File: src/include/ofdm_plc_tx_defines.svh
// Constants of the OFDM powerline transmit bit chain.
// Assumes a single 100 MHz clock and one frame in flight at a time.
//
// Summary of operation
// - Rate half coder, K seven, 1111001/1011011
// - Coder register cleared at frame start
// - Eight zero flush bits after header
// - Six zero flush bits after coded payload
// - Scramble header and payload in every frame
// - XOR each bit with 127-bit sequence
// - Seven stage generator seeded all ones
// - Generator reloaded at each frame start
// - Interleave coded bits only, else bypass
// - Block interleave with stride s permutation
// - Block is 96 or 84 times bits/carrier
// - Stride 8(1+floor(c/2)) payload, 7 header
// - Receive de-interleaver inverts the permutation
// - Payload: one pilot, 96 data carriers
// - Header: 13 pilots, 84 binary data carriers
// - Groups of bits, first bit most significant
// - Differential keying with 2, 4, 8 increments
// - Carriers in bins 86-182, mirror conjugated
// - 48 sample cyclic prefix, 560 samples
// - Prefix windowing optional, left outside
// - Header binary and coded; payload per scheme
// - Field bits enter most significant first
// - Payload pad bits are all zero
`ifndef OFDM_PLC_TX_DEFINES_SVH
`define OFDM_PLC_TX_DEFINES_SVH

// ****************************************
// Coder and scrambler
// ****************************************
`define ENC_G0 7'h79
`define ENC_G1 7'h5b
`define HDR_FLUSH 4'h8
`define PAY_FLUSH 4'h6
`define SCR_SEED 7'h7f
`define SCR_TAP_A 6
`define SCR_TAP_B 3

// ****************************************
// Blocks, strides and steps
// ****************************************
`define BPC_1 2'h1
`define BPC_2 2'h2
`define BPC_3 2'h3
`define BLK_HDR 9'h054
`define BLK_P1 9'h060
`define BLK_P2 9'h0c0
`define BLK_P3 9'h120
`define STRIDE_HDR 5'h07
`define STRIDE_P1 5'h08
`define STRIDE_P23 5'h10
`define STEP_P12 9'h00c
`define STEP_P3 9'h012
`define BUF_BITS 288

// ****************************************
// Bin map and prefix
// ****************************************
`define NUM_CARRIERS 97
`define PILOT_MASK 3'h0
`define BIN_FIRST 9'h056
`define BIN_LAST 9'h0b6
`define MIR_FIRST 9'h14a
`define MIR_LAST 9'h1aa
`define FFT_LAST 9'h1ff
`define FFT_N 10'h200
`define CP_LEN 10'h030
`define SYM_LAST 10'h22f

`endif

File: src/include/ofdm_plc_tx_pkg.sv
// Types of the OFDM powerline transmit bit chain.
// Assumes the constants header is on the include path.
`include "ofdm_plc_tx_defines.svh"

package ofdm_plc_tx_pkg;

    typedef enum logic [1:0] {
        ST_IDLE = 2'h0,
        ST_FILL = 2'h1,
        ST_MAP = 2'h3,
        ST_CPFX = 2'h2
    } st_t;

    typedef struct packed {
        logic coded;
        logic [1:0] bpc;
    } mode_t;

    typedef struct packed {
        logic valid;
        logic [8:0] index;
        logic active;
        logic [2:0] phase;
    } bin_t;

    typedef struct packed {
        logic valid;
        logic [9:0] n;
        logic [8:0] addr;
        logic prefix;
    } samp_t;

    typedef struct packed {
        logic valid;
        logic header;
        logic [1:0] bpc;
        logic [8:0] index;
    } deint_req_t;

    typedef struct packed {
        logic valid;
        logic [8:0] index;
    } deint_rsp_t;

endpackage : ofdm_plc_tx_pkg

File: src/verilog/ofdm_plc_tx_bit_chain.sv
// Transmit bit chain: coder, scrambler, interleaver, differential
// mapper onto IFFT bins and cyclic prefix read addressing.
// Assumes the MAC holds bit_valid/bit_data steady until taken and
// an external IFFT with its own sample memory.
`timescale 1ns/10ps
`include "ofdm_plc_tx_defines.svh"

module ofdm_plc_tx_bit_chain (
    // Clock and reset
    input wire logic clk,
    input wire logic reset_n,
    // Frame control
    input wire logic frame_start,
    input wire ofdm_plc_tx_pkg::mode_t mode_in,
    output logic busy,
    output logic frame_done,
    // Bit stream from the MAC
    input wire logic bit_valid,
    input wire logic bit_data,
    input wire logic bit_last,
    output logic bit_ready,
    // Bin stream to the IFFT
    output ofdm_plc_tx_pkg::bin_t bin_out,
    // Sample read addressing with prefix
    output ofdm_plc_tx_pkg::samp_t samp_out,
    // Receive de-interleaver index translation
    input wire ofdm_plc_tx_pkg::deint_req_t deint_req,
    output ofdm_plc_tx_pkg::deint_rsp_t deint_rsp
);

    // ****************************************
    // State
    // ****************************************
    typedef struct packed {
        ofdm_plc_tx_pkg::st_t st;
        logic hdr;
        ofdm_plc_tx_pkg::mode_t pay;
        logic [5:0] sr;
        logic [6:0] scr;
        logic half;
        logic cur_in;
        logic last_seen;
        logic [3:0] flush;
        logic pend;
        logic [8:0] k;
        logic [4:0] kmod;
        logic [4:0] kdiv;
        logic [8:0] base;
        logic [`BUF_BITS-1:0] buffer;
        logic [`NUM_CARRIERS-1:0][2:0] ph;
        logic [2:0] acc;
        logic [8:0] rd;
        logic [8:0] cnt;
        logic [9:0] n;
        ofdm_plc_tx_pkg::bin_t bin;
        ofdm_plc_tx_pkg::samp_t samp;
        logic done;
        ofdm_plc_tx_pkg::deint_rsp_t dr;
    } state_t;

    state_t cur_q;
    state_t nxt_d;

    // ****************************************
    // Block geometry
    // ****************************************
    // block size from bits per carrier
    function automatic logic [8:0] blk_size(input logic hdr,
                                            input logic [1:0] bpc);
        logic [8:0] r;
        r = `BLK_P1;
        if (hdr) begin
            r = `BLK_HDR;
        end else if (bpc == `BPC_2) begin
            r = `BLK_P2;
        end else if (bpc == `BPC_3) begin
            r = `BLK_P3;
        end
        return r;
    endfunction : blk_size

    function automatic logic [4:0] stride(input logic hdr,
                                          input logic [1:0] bpc);
        logic [4:0] r;
        r = `STRIDE_P1;
        if (hdr) begin
            r = `STRIDE_HDR;
        end else if (bpc == `BPC_2 || bpc == `BPC_3) begin
            r = `STRIDE_P23;
        end
        return r;
    endfunction : stride

    // Row step, block size over stride
    function automatic logic [8:0] step(input logic hdr,
                                        input logic [1:0] bpc);
        return (!hdr && bpc == `BPC_3) ? `STEP_P3 : `STEP_P12;
    endfunction : step

    function automatic logic [8:0] deint_index(input logic [8:0] i,
                                               input logic [8:0] nb,
                                               input logic [4:0] s);
        logic [13:0] si;
        logic [13:0] q;
        logic [13:0] sub;
        si = 14'(s) * 14'(i);
        q = si / 14'(nb);
        sub = 14'(14'(nb - 9'h001) * q);
        return 9'(si - sub);
    endfunction : deint_index

    function automatic logic bit_at(input logic [`BUF_BITS-1:0] v,
                                    input logic [8:0] idx);
        return (idx < 9'(`BUF_BITS)) ? v[idx] : 1'b0;
    endfunction : bit_at

    // ****************************************
    // Next state
    // ****************************************
    logic coded_now;
    logic [1:0] map_bpc;
    logic have;
    logic take;
    logic enc_in;
    logic wbit;
    logic fb;
    logic [8:0] pos;
    logic [8:0] bsz;
    logic [6:0] p;
    logic pilot;
    logic [2:0] grp;
    logic [2:0] ph;

    assign coded_now = cur_q.hdr | cur_q.pay.coded;
    assign map_bpc = cur_q.hdr ? `BPC_1 : cur_q.pay.bpc;
    assign bsz = blk_size(cur_q.hdr, cur_q.pay.bpc);

    always_comb begin
        nxt_d = cur_q;
        nxt_d.bin.valid = 1'b0;
        nxt_d.samp.valid = 1'b0;
        nxt_d.done = 1'b0;
        have = 1'b0;
        take = 1'b0;
        enc_in = 1'b0;
        wbit = 1'b0;
        fb = 1'b0;
        pos = 9'h000;
        p = 7'h00;
        pilot = 1'b0;
        grp = 3'h0;
        ph = 3'h0;
        nxt_d.dr.valid = deint_req.valid;
        if (deint_req.valid) begin
            nxt_d.dr.index = deint_index(deint_req.index,
                blk_size(deint_req.header, deint_req.bpc),
                stride(deint_req.header, deint_req.bpc));
        end
        case (cur_q.st)
            ofdm_plc_tx_pkg::ST_IDLE: begin
                if (frame_start) begin
                    nxt_d.st = ofdm_plc_tx_pkg::ST_FILL;
                    nxt_d.hdr = 1'b1;
                    nxt_d.pay = mode_in;
                    nxt_d.sr = '0;
                    nxt_d.scr = `SCR_SEED;
                    nxt_d.half = 1'b0;
                    nxt_d.last_seen = 1'b0;
                    nxt_d.flush = 4'h0;
                    nxt_d.pend = 1'b0;
                    nxt_d.k = 9'h000;
                    nxt_d.kmod = 5'h00;
                    nxt_d.kdiv = 5'h00;
                    nxt_d.base = 9'h000;
                end
            end
            ofdm_plc_tx_pkg::ST_FILL: begin
                have = 1'b1;
                if (!coded_now || !cur_q.half) begin
                    if (!cur_q.last_seen) begin
                        have = bit_valid;
                        take = bit_valid;
                        enc_in = bit_data;
                    end else if (cur_q.flush != 4'h0) begin
                        nxt_d.flush = cur_q.flush - 4'h1;
                    end
                end else begin
                    enc_in = cur_q.cur_in;
                end
                if (take && bit_last) begin
                    nxt_d.last_seen = 1'b1;
                    nxt_d.flush = cur_q.hdr ? `HDR_FLUSH :
                        (cur_q.pay.coded ? `PAY_FLUSH : 4'h0);
                end
                if (have) begin
                    if (coded_now) begin
                        if (!cur_q.half) begin
                            wbit = ^({enc_in, cur_q.sr} & `ENC_G0);
                            nxt_d.cur_in = enc_in;
                            nxt_d.half = 1'b1;
                        end else begin
                            wbit = ^({enc_in, cur_q.sr} & `ENC_G1);
                            nxt_d.sr = {enc_in, cur_q.sr[5:1]};
                            nxt_d.half = 1'b0;
                        end
                    end else begin
                        wbit = enc_in;
                    end
                    // feedback from stages seven and four
                    fb = cur_q.scr[`SCR_TAP_A] ^ cur_q.scr[`SCR_TAP_B];
                    // one sequence bit per bit written to the buffer
                    wbit = wbit ^ fb;
                    nxt_d.scr = {cur_q.scr[5:0], fb};
                    pos = coded_now ? 9'(cur_q.base + 9'(cur_q.kdiv))
                                    : cur_q.k;
                    nxt_d.buffer[pos] = wbit;
                    nxt_d.k = cur_q.k + 9'h001;
                    if (cur_q.kmod == stride(cur_q.hdr, cur_q.pay.bpc)
                                      - 5'h01) begin
                        nxt_d.kmod = 5'h00;
                        nxt_d.kdiv = cur_q.kdiv + 5'h01;
                        nxt_d.base = 9'h000;
                    end else begin
                        nxt_d.kmod = cur_q.kmod + 5'h01;
                        nxt_d.base = cur_q.base +
                            step(cur_q.hdr, cur_q.pay.bpc);
                    end
                    if (cur_q.k == bsz - 9'h001) begin
                        nxt_d.st = ofdm_plc_tx_pkg::ST_MAP;
                        nxt_d.k = 9'h000;
                        nxt_d.kmod = 5'h00;
                        nxt_d.kdiv = 5'h00;
                        nxt_d.base = 9'h000;
                        nxt_d.pend = nxt_d.last_seen &&
                                     (nxt_d.flush == 4'h0);
                        nxt_d.cnt = 9'h000;
                        nxt_d.rd = 9'h000;
                        nxt_d.acc = 3'h0;
                    end
                end
            end
            ofdm_plc_tx_pkg::ST_MAP: begin
                nxt_d.bin.valid = 1'b1;
                nxt_d.bin.index = cur_q.cnt;
                nxt_d.bin.active = 1'b0;
                nxt_d.bin.phase = 3'h0;
                if (cur_q.cnt >= `BIN_FIRST && cur_q.cnt <= `BIN_LAST) begin
                    p = 7'(cur_q.cnt - `BIN_FIRST);
                    pilot = cur_q.hdr ? (p[2:0] == `PILOT_MASK)
                                      : (p == 7'h00);
                    grp = {bit_at(cur_q.buffer, cur_q.rd),
                           bit_at(cur_q.buffer, cur_q.rd + 9'h001),
                           bit_at(cur_q.buffer, cur_q.rd + 9'h002)};
                    grp = grp & ~(3'h7 >> map_bpc);
                    ph = pilot ? 3'h0 : 3'(cur_q.acc + grp);
                    if (!pilot) begin
                        nxt_d.rd = cur_q.rd + 9'(map_bpc);
                    end
                    nxt_d.acc = ph;
                    nxt_d.ph[p] = ph;
                    nxt_d.bin.active = 1'b1;
                    nxt_d.bin.phase = ph;
                end else if (cur_q.cnt >= `MIR_FIRST &&
                             cur_q.cnt <= `MIR_LAST) begin
                    p = 7'(`MIR_LAST - cur_q.cnt);
                    nxt_d.bin.active = 1'b1;
                    nxt_d.bin.phase = 3'h0 - cur_q.ph[p];
                end
                nxt_d.cnt = cur_q.cnt + 9'h001;
                if (cur_q.cnt == `FFT_LAST) begin
                    nxt_d.st = ofdm_plc_tx_pkg::ST_CPFX;
                    nxt_d.n = 10'h000;
                end
            end
            ofdm_plc_tx_pkg::ST_CPFX: begin
                nxt_d.samp.valid = 1'b1;
                nxt_d.samp.n = cur_q.n;
                nxt_d.samp.prefix = cur_q.n < `CP_LEN;
                nxt_d.samp.addr = (cur_q.n < `CP_LEN)
                    ? 9'(cur_q.n + `FFT_N - `CP_LEN)
                    : 9'(cur_q.n - `CP_LEN);
                nxt_d.n = cur_q.n + 10'h001;
                if (cur_q.n == `SYM_LAST) begin
                    nxt_d.st = ofdm_plc_tx_pkg::ST_FILL;
                    if (cur_q.pend) begin
                        nxt_d.pend = 1'b0;
                        if (cur_q.hdr) begin
                            nxt_d.hdr = 1'b0;
                            nxt_d.last_seen = 1'b0;
                        end else begin
                            nxt_d.st = ofdm_plc_tx_pkg::ST_IDLE;
                            nxt_d.done = 1'b1;
                        end
                    end
                end
            end
            default: begin
                nxt_d.st = ofdm_plc_tx_pkg::ST_IDLE;
            end
        endcase
    end

    // ****************************************
    // Registers
    // ****************************************
    always_ff @(posedge clk or negedge reset_n) begin
        if (!reset_n) begin
            cur_q <= '0;
        end else begin
            cur_q <= nxt_d;
        end
    end

    // ****************************************
    // Outputs
    // ****************************************
    assign bit_ready = (cur_q.st == ofdm_plc_tx_pkg::ST_FILL) &&
                       !cur_q.last_seen && !(coded_now && cur_q.half);
    assign busy = cur_q.st != ofdm_plc_tx_pkg::ST_IDLE;
    assign frame_done = cur_q.done;
    assign bin_out = cur_q.bin;
    assign samp_out = cur_q.samp;
    assign deint_rsp = cur_q.dr;

endmodule : ofdm_plc_tx_bit_chain

File: config.mk
export PLATFORM = sky130hd
export DESIGN_NAME = ofdm_plc_tx_bit_chain
export DESIGN_NICKNAME = d
export VERILOG_FILES = /design/src/include/ofdm_plc_tx_pkg.sv /design/src/verilog/ofdm_plc_tx_bit_chain.sv
export VERILOG_INCLUDE_DIRS = /design/src /design/src/include
export SDC_FILE = /design/constraint.sdc
export NUM_CORES = 2
export LEC_CHECK = 0
export BUFFER_PORTS_ARGS = -buffer_cell sky130_fd_sc_hd__clkbuf_2
export CORE_ASPECT_RATIO = 1.2
export CORE_MARGIN = 2
export CORE_UTILIZATION = 53
export DETAILED_ROUTE_END_ITERATION = 8
export GPL_ROUTABILITY_DRIVEN = 1
export PLACE_DENSITY_LB_ADDON = 0.3
export SLEW_MARGIN = 0
export SYNTH_ARGS = -nofsm -noshare
export SYNTH_HDL_FRONTEND = slang
export SYNTH_SLANG_ARGS = --single-unit
export TNS_END_PERCENT = 1
File: constraint.sdc
create_clock -name clk -period 7.9 [get_ports clk]
set_clock_uncertainty 0.15 [all_clocks]
set_input_delay 0.395 -clock clk [delete_from_list [all_inputs] [get_ports clk]]
set_output_delay 0.395 -clock clk [all_outputs]
set_load 0.005 [all_outputs]
== Word level (Yosys, flattened, before mapping) ==
Cells that the tools add are included.
Word-level totals
  register bits: 711
  bits in latches: 0
  RAM bits: 0
  bits in read-only memories: 0
  input bits: 22
  output and inout port bits: 48
  logic and storage cells: 348
  memories kept: 0
Cells by class
  add/sub/neg operators: 22
  multipliers: 2
  div/mod/pow operators: 1
  order comparisons: 16
  equality and inequality tests: 23
  shift operators: 1
  muxes and demuxes: 101
  bitwise operators: 6
  reductions and logical operators: 48
Operators by type and width (number)
  2-to-1 mux 317 bit: 1
  bitwise mux 291 bit: 1
  bitwise mux 288 bit: 1
  2-to-1 mux 9 bit: 11
  2-to-1 mux 5 bit: 12
  case mux 28 bit (2 select lines): 1
  2-to-1 mux 21 bit: 2
  case mux 21 bit (2 select lines): 1
  less-than comparator 9 x 10 -> 1 bit, second input constant: 4
  adder 9 x 1 -> 9 bit, second input constant: 4
  2-to-1 mux 34 bit: 1
  2-to-1 mux 1 bit: 31
  2-to-1 mux 29 bit: 1
  case mux 14 bit (2 select lines): 1
  binary-select mux 1 bit (select 9 bit): 3
  less-than comparator 9 bit, second input constant: 3
  AND reduction 5 bit: 5
  2-to-1 mux 4 bit: 6
  2-to-1 mux 22 bit: 1
  inequality test 2 bit, second input constant: 11
  binary-select mux 3 bit (select 7 bit): 1
  demux 3 bit (select 7 bit): 1
  2-to-1 mux 20 bit: 1
  case mux 10 bit (2 select lines): 1
  other kinds (65): 115

== Longest topological paths before layout ==
  depth after elaboration: 14
  gate-level depth with buffers: 146
  depth with buffers taken out: 140

== Worst setup path after synthesis ==
No wires, ideal clock.
  path kind: input port to flip-flop
  from: input deint_req[10] (netlist name)
  to: register cur_q, in the netlist deint_rsp[8]
  library setup time: 0.123 ns
  arrival: 25.698 ns
  required time: 7.627 ns
  setup slack: -18.071 ns
  stages on the path: 134
  path buffers: 6
  path through: nor2b_1 clkbuf_1 and2_1 fa_1 fa_1 inv_1 fa_1 inv_1 ha_1 buf_4 o211ai_2 o21ai_1 o2111ai_1 nand2b_1 xnor2_1 inv_1 ha_1 o21bai_1 [... 98 more ...] ha_1 inv_1 fa_1 inv_1 fa_1 xor2_1 xnor2_1 xnor2_1 xnor2_1 xnor2_1 xnor2_1 xnor2_1 xnor2_1 xnor2_1 xnor2_1 a21boi_0 or4_1 o221a_1
Between the ends
  word-level cells in the longest chain between the ends: 9
  elaborated cells between the ends (all ways): 15
  classes of those cells: add/sub: 2; mul: 2; div: 1; eq/ne: 2; mux: 7; reduce/logical: 1
Ends and longest elaborated chain
  from (decl): line ofdm_plc_tx_bit_chain.sv:27  | input wire ofdm_plc_tx_pkg::deint_req_t deint_req,
  == test 2 bit (no line)
  logical OR 1 bit (no line)
  2-to-1 mux 5 bit: line ofdm_plc_tx_bit_chain.sv:88  | end else if (bpc == `BPC_2 || bpc == `BPC_3) begin
  2-to-1 mux 5 bit: line ofdm_plc_tx_bit_chain.sv:86  | if (hdr) begin
  2-to-1 mux 5 bit: line ofdm_plc_tx_bit_chain.sv:154  | if (deint_req.valid) begin
  multiplier 5 x 9 -> 14 bit: line ofdm_plc_tx_bit_chain.sv:106  | si = 14'(s) * 14'(i);
  divider 14 x 9 -> 14 bit: line ofdm_plc_tx_bit_chain.sv:107  | q = si / 14'(nb);
  multiplier 10 x 14 -> 9 bit: line ofdm_plc_tx_bit_chain.sv:108  | sub = 14'(14'(nb - 9'h001) * q);
  subtractor 9 bit (*): line ofdm_plc_tx_bit_chain.sv:109  | return 9'(si - sub);
  to (signal assigned): line ofdm_plc_tx_bit_chain.sv:310  | cur_q <= nxt_d;
  to (decl): line ofdm_plc_tx_bit_chain.sv:61  | state_t cur_q;
Every way passes the cells marked *; elsewhere a longest branch is shown, timed or not. The select of a mux whose other input is x is not followed.
A chain may end at the register's enable or synchronous reset.

== Final worst setup path ==
  from: input deint_req[11] (netlist name)
  to: register cur_q, in the netlist deint_rsp[8]
Between the ends
  word-level cells in the longest chain between the ends: 6
  elaborated cells between the ends (all ways): 9
  classes of those cells: add/sub: 2; mul: 2; div: 1; mux: 4
Ends and longest elaborated chain (line)
  2-to-1 mux 5 bit: ofdm_plc_tx_bit_chain.sv:86
  2-to-1 mux 5 bit: ofdm_plc_tx_bit_chain.sv:154
  multiplier 5 x 9 -> 14 bit: ofdm_plc_tx_bit_chain.sv:106
  divider 14 x 9 -> 14 bit: ofdm_plc_tx_bit_chain.sv:107
  multiplier 10 x 14 -> 9 bit: ofdm_plc_tx_bit_chain.sv:108
  subtractor 9 bit (*): ofdm_plc_tx_bit_chain.sv:109
Marked as above.

==> flow_summary.rst <==
.. list-table::
   :header-rows: 1

   * - Metric
     - Value
   * - Worst-path clk slew
     - around 0.06 ns
   * - Clk buf depth
     - 3
   * - Cell types occupying the most area after synthesis
     - sky130_fd_sc_hd__dfrtp_1 39%, sky130_fd_sc_hd__mux4_2 18%, sky130_fd_sc_hd__mux2_2 8.2%
   * - Number of clock sinks
     - 706
   * - Overall Global Routing Usage
     - 28.1%
   * - Sequential-to-total area share from yosys stat
     - 38.7%
   * - Path category of the worst min-delay check
     - input pin to async pin
   * - Area after detailed placement
     - 49,600 um2
   * - Final period util
     - 298%
   * - Highest Clock Rate
     - 42.5 MHz
   * - Post-synthesis compound-gate area fraction
     - 13.6%
   * - Synth top area share
     - 38.7%
   * - Vias in the first global route
     - about 36,000
   * - Max_cap viols
     - 0
   * - Post-DP HPWL
     - 79.6 mm
   * - Std cell rows
     - between 100 and 150
   * - Number of nets at the end of the flow
     - 4,455
   * - Aggregate global routing overflow
     - 0
   * - Critical Path RT
     - 8.29 ns
   * - Final Hold Fails
     - 0
   * - Adder and majority cell fraction of the synthesized area
     - 5.76%
   * - Source of the worst register-to-register timing path
     - cur_q[66]
   * - Largest net degree at the start of global routing
     - 165
   * - Number of levels the H-tree was split into
     - 3
   * - Detailed-route vias per instance
     - 6.37
   * - Number of design rule violations left after detail routing
     - 0
   * - Netlist cell types
     - 100
   * - Highest cell delay on the worst timing path
     - about 0.55 ns
   * - Combined area of the multi-input logic cells
     - 27,000 um2
   * - Wirelength per Cell
     - 22.6 um
   * - Avg Inst Size Synth
     - 11.4 um2
   * - Peak fanout along the critical path
     - 8
   * - Layout filler cell count
     - 6,565
   * - Worst setup EP type
     - register
   * - Wire length of the first global-routing pass
     - 198 mm
   * - Register-to-Register Path Depth
     - 12
   * - Number of antenna violations at the first check in global routing
     - 0
   * - FF-to-FF setup slack
     - roughly 1.9 ns
   * - Top flip-flop cell by instance count after synthesis
     - sky130_fd_sc_hd__dfrtp_1
   * - Fin area
     - 53,000 um2
   * - Total die area
     - between 80,000 and 90,000 um2
   * - Total of buffers placed on input and output ports
     - 69
   * - Post-synthesis cell type with the largest combined area
     - sky130_fd_sc_hd__dfrtp_1
   * - Via total after detailed routing
     - around 35,000
   * - CTS tree
     - built
   * - Gpl congestion
     - between 0.9 and 1
   * - Capturing point of the worst reg2reg path
     - cur_q[233]
   * - Root Buffer Master
     - sky130_fd_sc_hd__clkbuf_16
   * - Area occupied by registers
     - 17,700 um2
   * - Post-synth ARST share
     - between 90% and 100%
   * - Fraction of layout instances using a drive strength above 1
     - 35.2%
   * - Net count after synthesis
     - 4,213
   * - Critical-path cell with the highest stage delay
     - sky130_fd_sc_hd__fa_1
   * - Area growth from synthesis to layout
     - 15.9%
   * - Crit path time final
     - 23.51 ns
   * - # diodes
     - 0
   * - Post-synth EDFFs
     - 0
   * - Clock latency on the worst-skew pair
     - 0.66 ns
   * - Transition time of the tightest slew-check pin
     - ~1.2 ns
   * - Detailed-router iteration count before antenna repair
     - 6
   * - Worst Setup Start Kind
     - input pin
   * - Cell Area, Synth
     - around 46,000 um2
   * - WS Path Type
     - input pin to register
   * - Outcome
     - finished, violations left
   * - Worst path top cell family by delay
     - simple AND/OR/NAND/NOR gates
   * - Drt total wl
     - between 100 and 150 mm
   * - Xor/xnor share of the synthesized area
     - around 2.4%
   * - Setup repair after global routing missed its margin
     - true
   * - CP arrival
     - 23.90 ns
   * - Area fraction in and, or, nand and nor cells after synthesis
     - 8.50%
   * - Setup slack of the critical path after layout
     - -15.61 ns
   * - Top-count cell post-synth
     - sky130_fd_sc_hd__dfrtp_1
   * - Top-level port count
     - 70
   * - Cells after Synth
     - 4,010
   * - Final-report setup violation count
     - 9
   * - Final max-slew violation count
     - 0
   * - DIE HEIGHT
     - 326 um
   * - Width of the chip
     - 272 um
   * - Normalized max-slew margin
     - a little under a fifth
   * - Number of clock buffers inserted by TritonCTS
     - 75
   * - Failing checks
     - setup timing
   * - Largest family of logic cells by synthesized area
     - multiplexers
   * - Commonest cells in the netlist
     - 706 x sky130_fd_sc_hd__dfrtp_1, 375 x sky130_fd_sc_hd__o21ai_0, 362 x sky130_fd_sc_hd__mux4_2
   * - Core Box Area
     - 85,200 um2
   * - Multiplexer share of the synthesized area
     - a little over a quarter
   * - Initial DRC count
     - 3,086
   * - Count of yosys warnings during synthesis
     - 0
   * - Register bit count reported by yosys
     - approximately 700
   * - Buffering stage count on the worst path with inverters included
     - 19
   * - Initial cell density of the core
     - 53.6%
   * - Final antenna-violating net count
     - 0
==> registers in the layout, summed over array words and instances, names as in the netlist <==
signal	count
bin_out	14
frame_done	1
deint_rsp	10
samp_out	17
cur_q	664
==> cell families (layout without fill, tap and decap cells) <==
kind of cell             after synthesis  after routing
XOR/XNOR                             122            122
adder cells (fa/ha/maj)              181            181
multiplexers                         725            725
buffers and inverters                485            787
AO/OA/AOI/OAI                        961            961
AND/OR/NAND/NOR                      830            830
flip-flops                           706            706
==> routing by layer <==
layer	vias to the layer above	track usage, %	part of all wire (%)
li1	15500	-	-
met1	17500	36.6	40
met2	1259	47.1	50
met3	347	4.10	6.2
met4	0	11.9	4.4
met5	-	0	0
==> how the worst max path moves through the flow <==
stage	startpoint	to	cells after the start
floorplan	deint_req[10]	deint_rsp[8]	134
global placement	deint_req[11]	deint_rsp[8]	129
detailed placement	deint_req[11]	deint_rsp[8]	127
CTS	deint_req[11]	deint_rsp[8]	128
global route	deint_req[10]	deint_rsp[8]	130
finish	deint_req[11]	deint_rsp[8]	130
==> stage by stage <==
| step | cells | hold WS, ns | worst slack, ns | util, % | TNS (ns) |
|---|---|---|---|---|---|
| 2_1_floorplan | 4010 | -0.0506 | -16.06 | - | -128.43 |
| 3_3_place_gp | 5258 | 0.247 | -16.09 | 58.2 | -129.07 |
| 3_5_place_dp | 5258 | 0.249 | -16.96 | 58.2 | -136.71 |
| 4_1_cts | 5430 | 0.131 | -15.68 | 61.8 | -125.35 |
| 5_1_grt | 5442 | 0.177 | -16.91 | 62.2 | -134.58 |
| 6_report | 5442 | 0.136 | -15.61 | 62.2 | -124.77 |
==> layout make-up <==
cell class                 count  share of cell area (%)
clock inverter                34                   0.881
inverter                     137                   0.994
sequential                   706                    33.4
timing repair buffer         513                    7.17
tap                         1130                    2.67
clock buffer                 103                    3.87
multi-input combinational   2819                    51.0
==> cell usage in the layout (no fill, tap or decap), types with 10 or more instances in the layout <==
cell and count:
sky130_fd_sc_hd__and3_1 17, sky130_fd_sc_hd__mux2_2 328, sky130_fd_sc_hd__o21a_1 13, sky130_fd_sc_hd__clkbuf_1 21, sky130_fd_sc_hd__mux2i_1 29, sky130_fd_sc_hd__nor2b_1 41, sky130_fd_sc_hd__o21ai_1 12, sky130_fd_sc_hd__nand4_1 15
sky130_fd_sc_hd__fa_1 44, sky130_fd_sc_hd__a21o_1 27, sky130_fd_sc_hd__o31ai_1 278, sky130_fd_sc_hd__nand3_1 57, sky130_fd_sc_hd__ha_4 28, sky130_fd_sc_hd__o211ai_1 16, sky130_fd_sc_hd__or3_1 11, sky130_fd_sc_hd__mux4_2 362
sky130_fd_sc_hd__ha_1 99, sky130_fd_sc_hd__xnor2_1 67, sky130_fd_sc_hd__nand2_1 284, sky130_fd_sc_hd__nor3b_1 10, sky130_fd_sc_hd__clkbuf_2 67, sky130_fd_sc_hd__a21oi_1 82, sky130_fd_sc_hd__a22o_1 17, sky130_fd_sc_hd__or2_2 10
sky130_fd_sc_hd__dfrtp_1 702, sky130_fd_sc_hd__nand2b_1 28, sky130_fd_sc_hd__clkbuf_16 75, sky130_fd_sc_hd__a21oi_2 21, sky130_fd_sc_hd__and2_1 31, sky130_fd_sc_hd__nor2_1 217, sky130_fd_sc_hd__clkinv_2 11, sky130_fd_sc_hd__o22ai_1 10
sky130_fd_sc_hd__xor2_1 44, sky130_fd_sc_hd__o21ai_0 364, sky130_fd_sc_hd__nor3_1 28, sky130_fd_sc_hd__buf_4 430, sky130_fd_sc_hd__inv_1 126
==> repair_timing <==
item                       4_1_cts  5_1_grt
hold endpoints to repair        64        0
pin swaps                       51       48
resized for setup               45       44
hold buffers                     6        0
setup buffers                   29       12
setup endpoints to repair        9        9
Power is left out: the tool's default activity adds up to more than one toggle a clock period on the data nets, which glitch-free logic cannot reach.
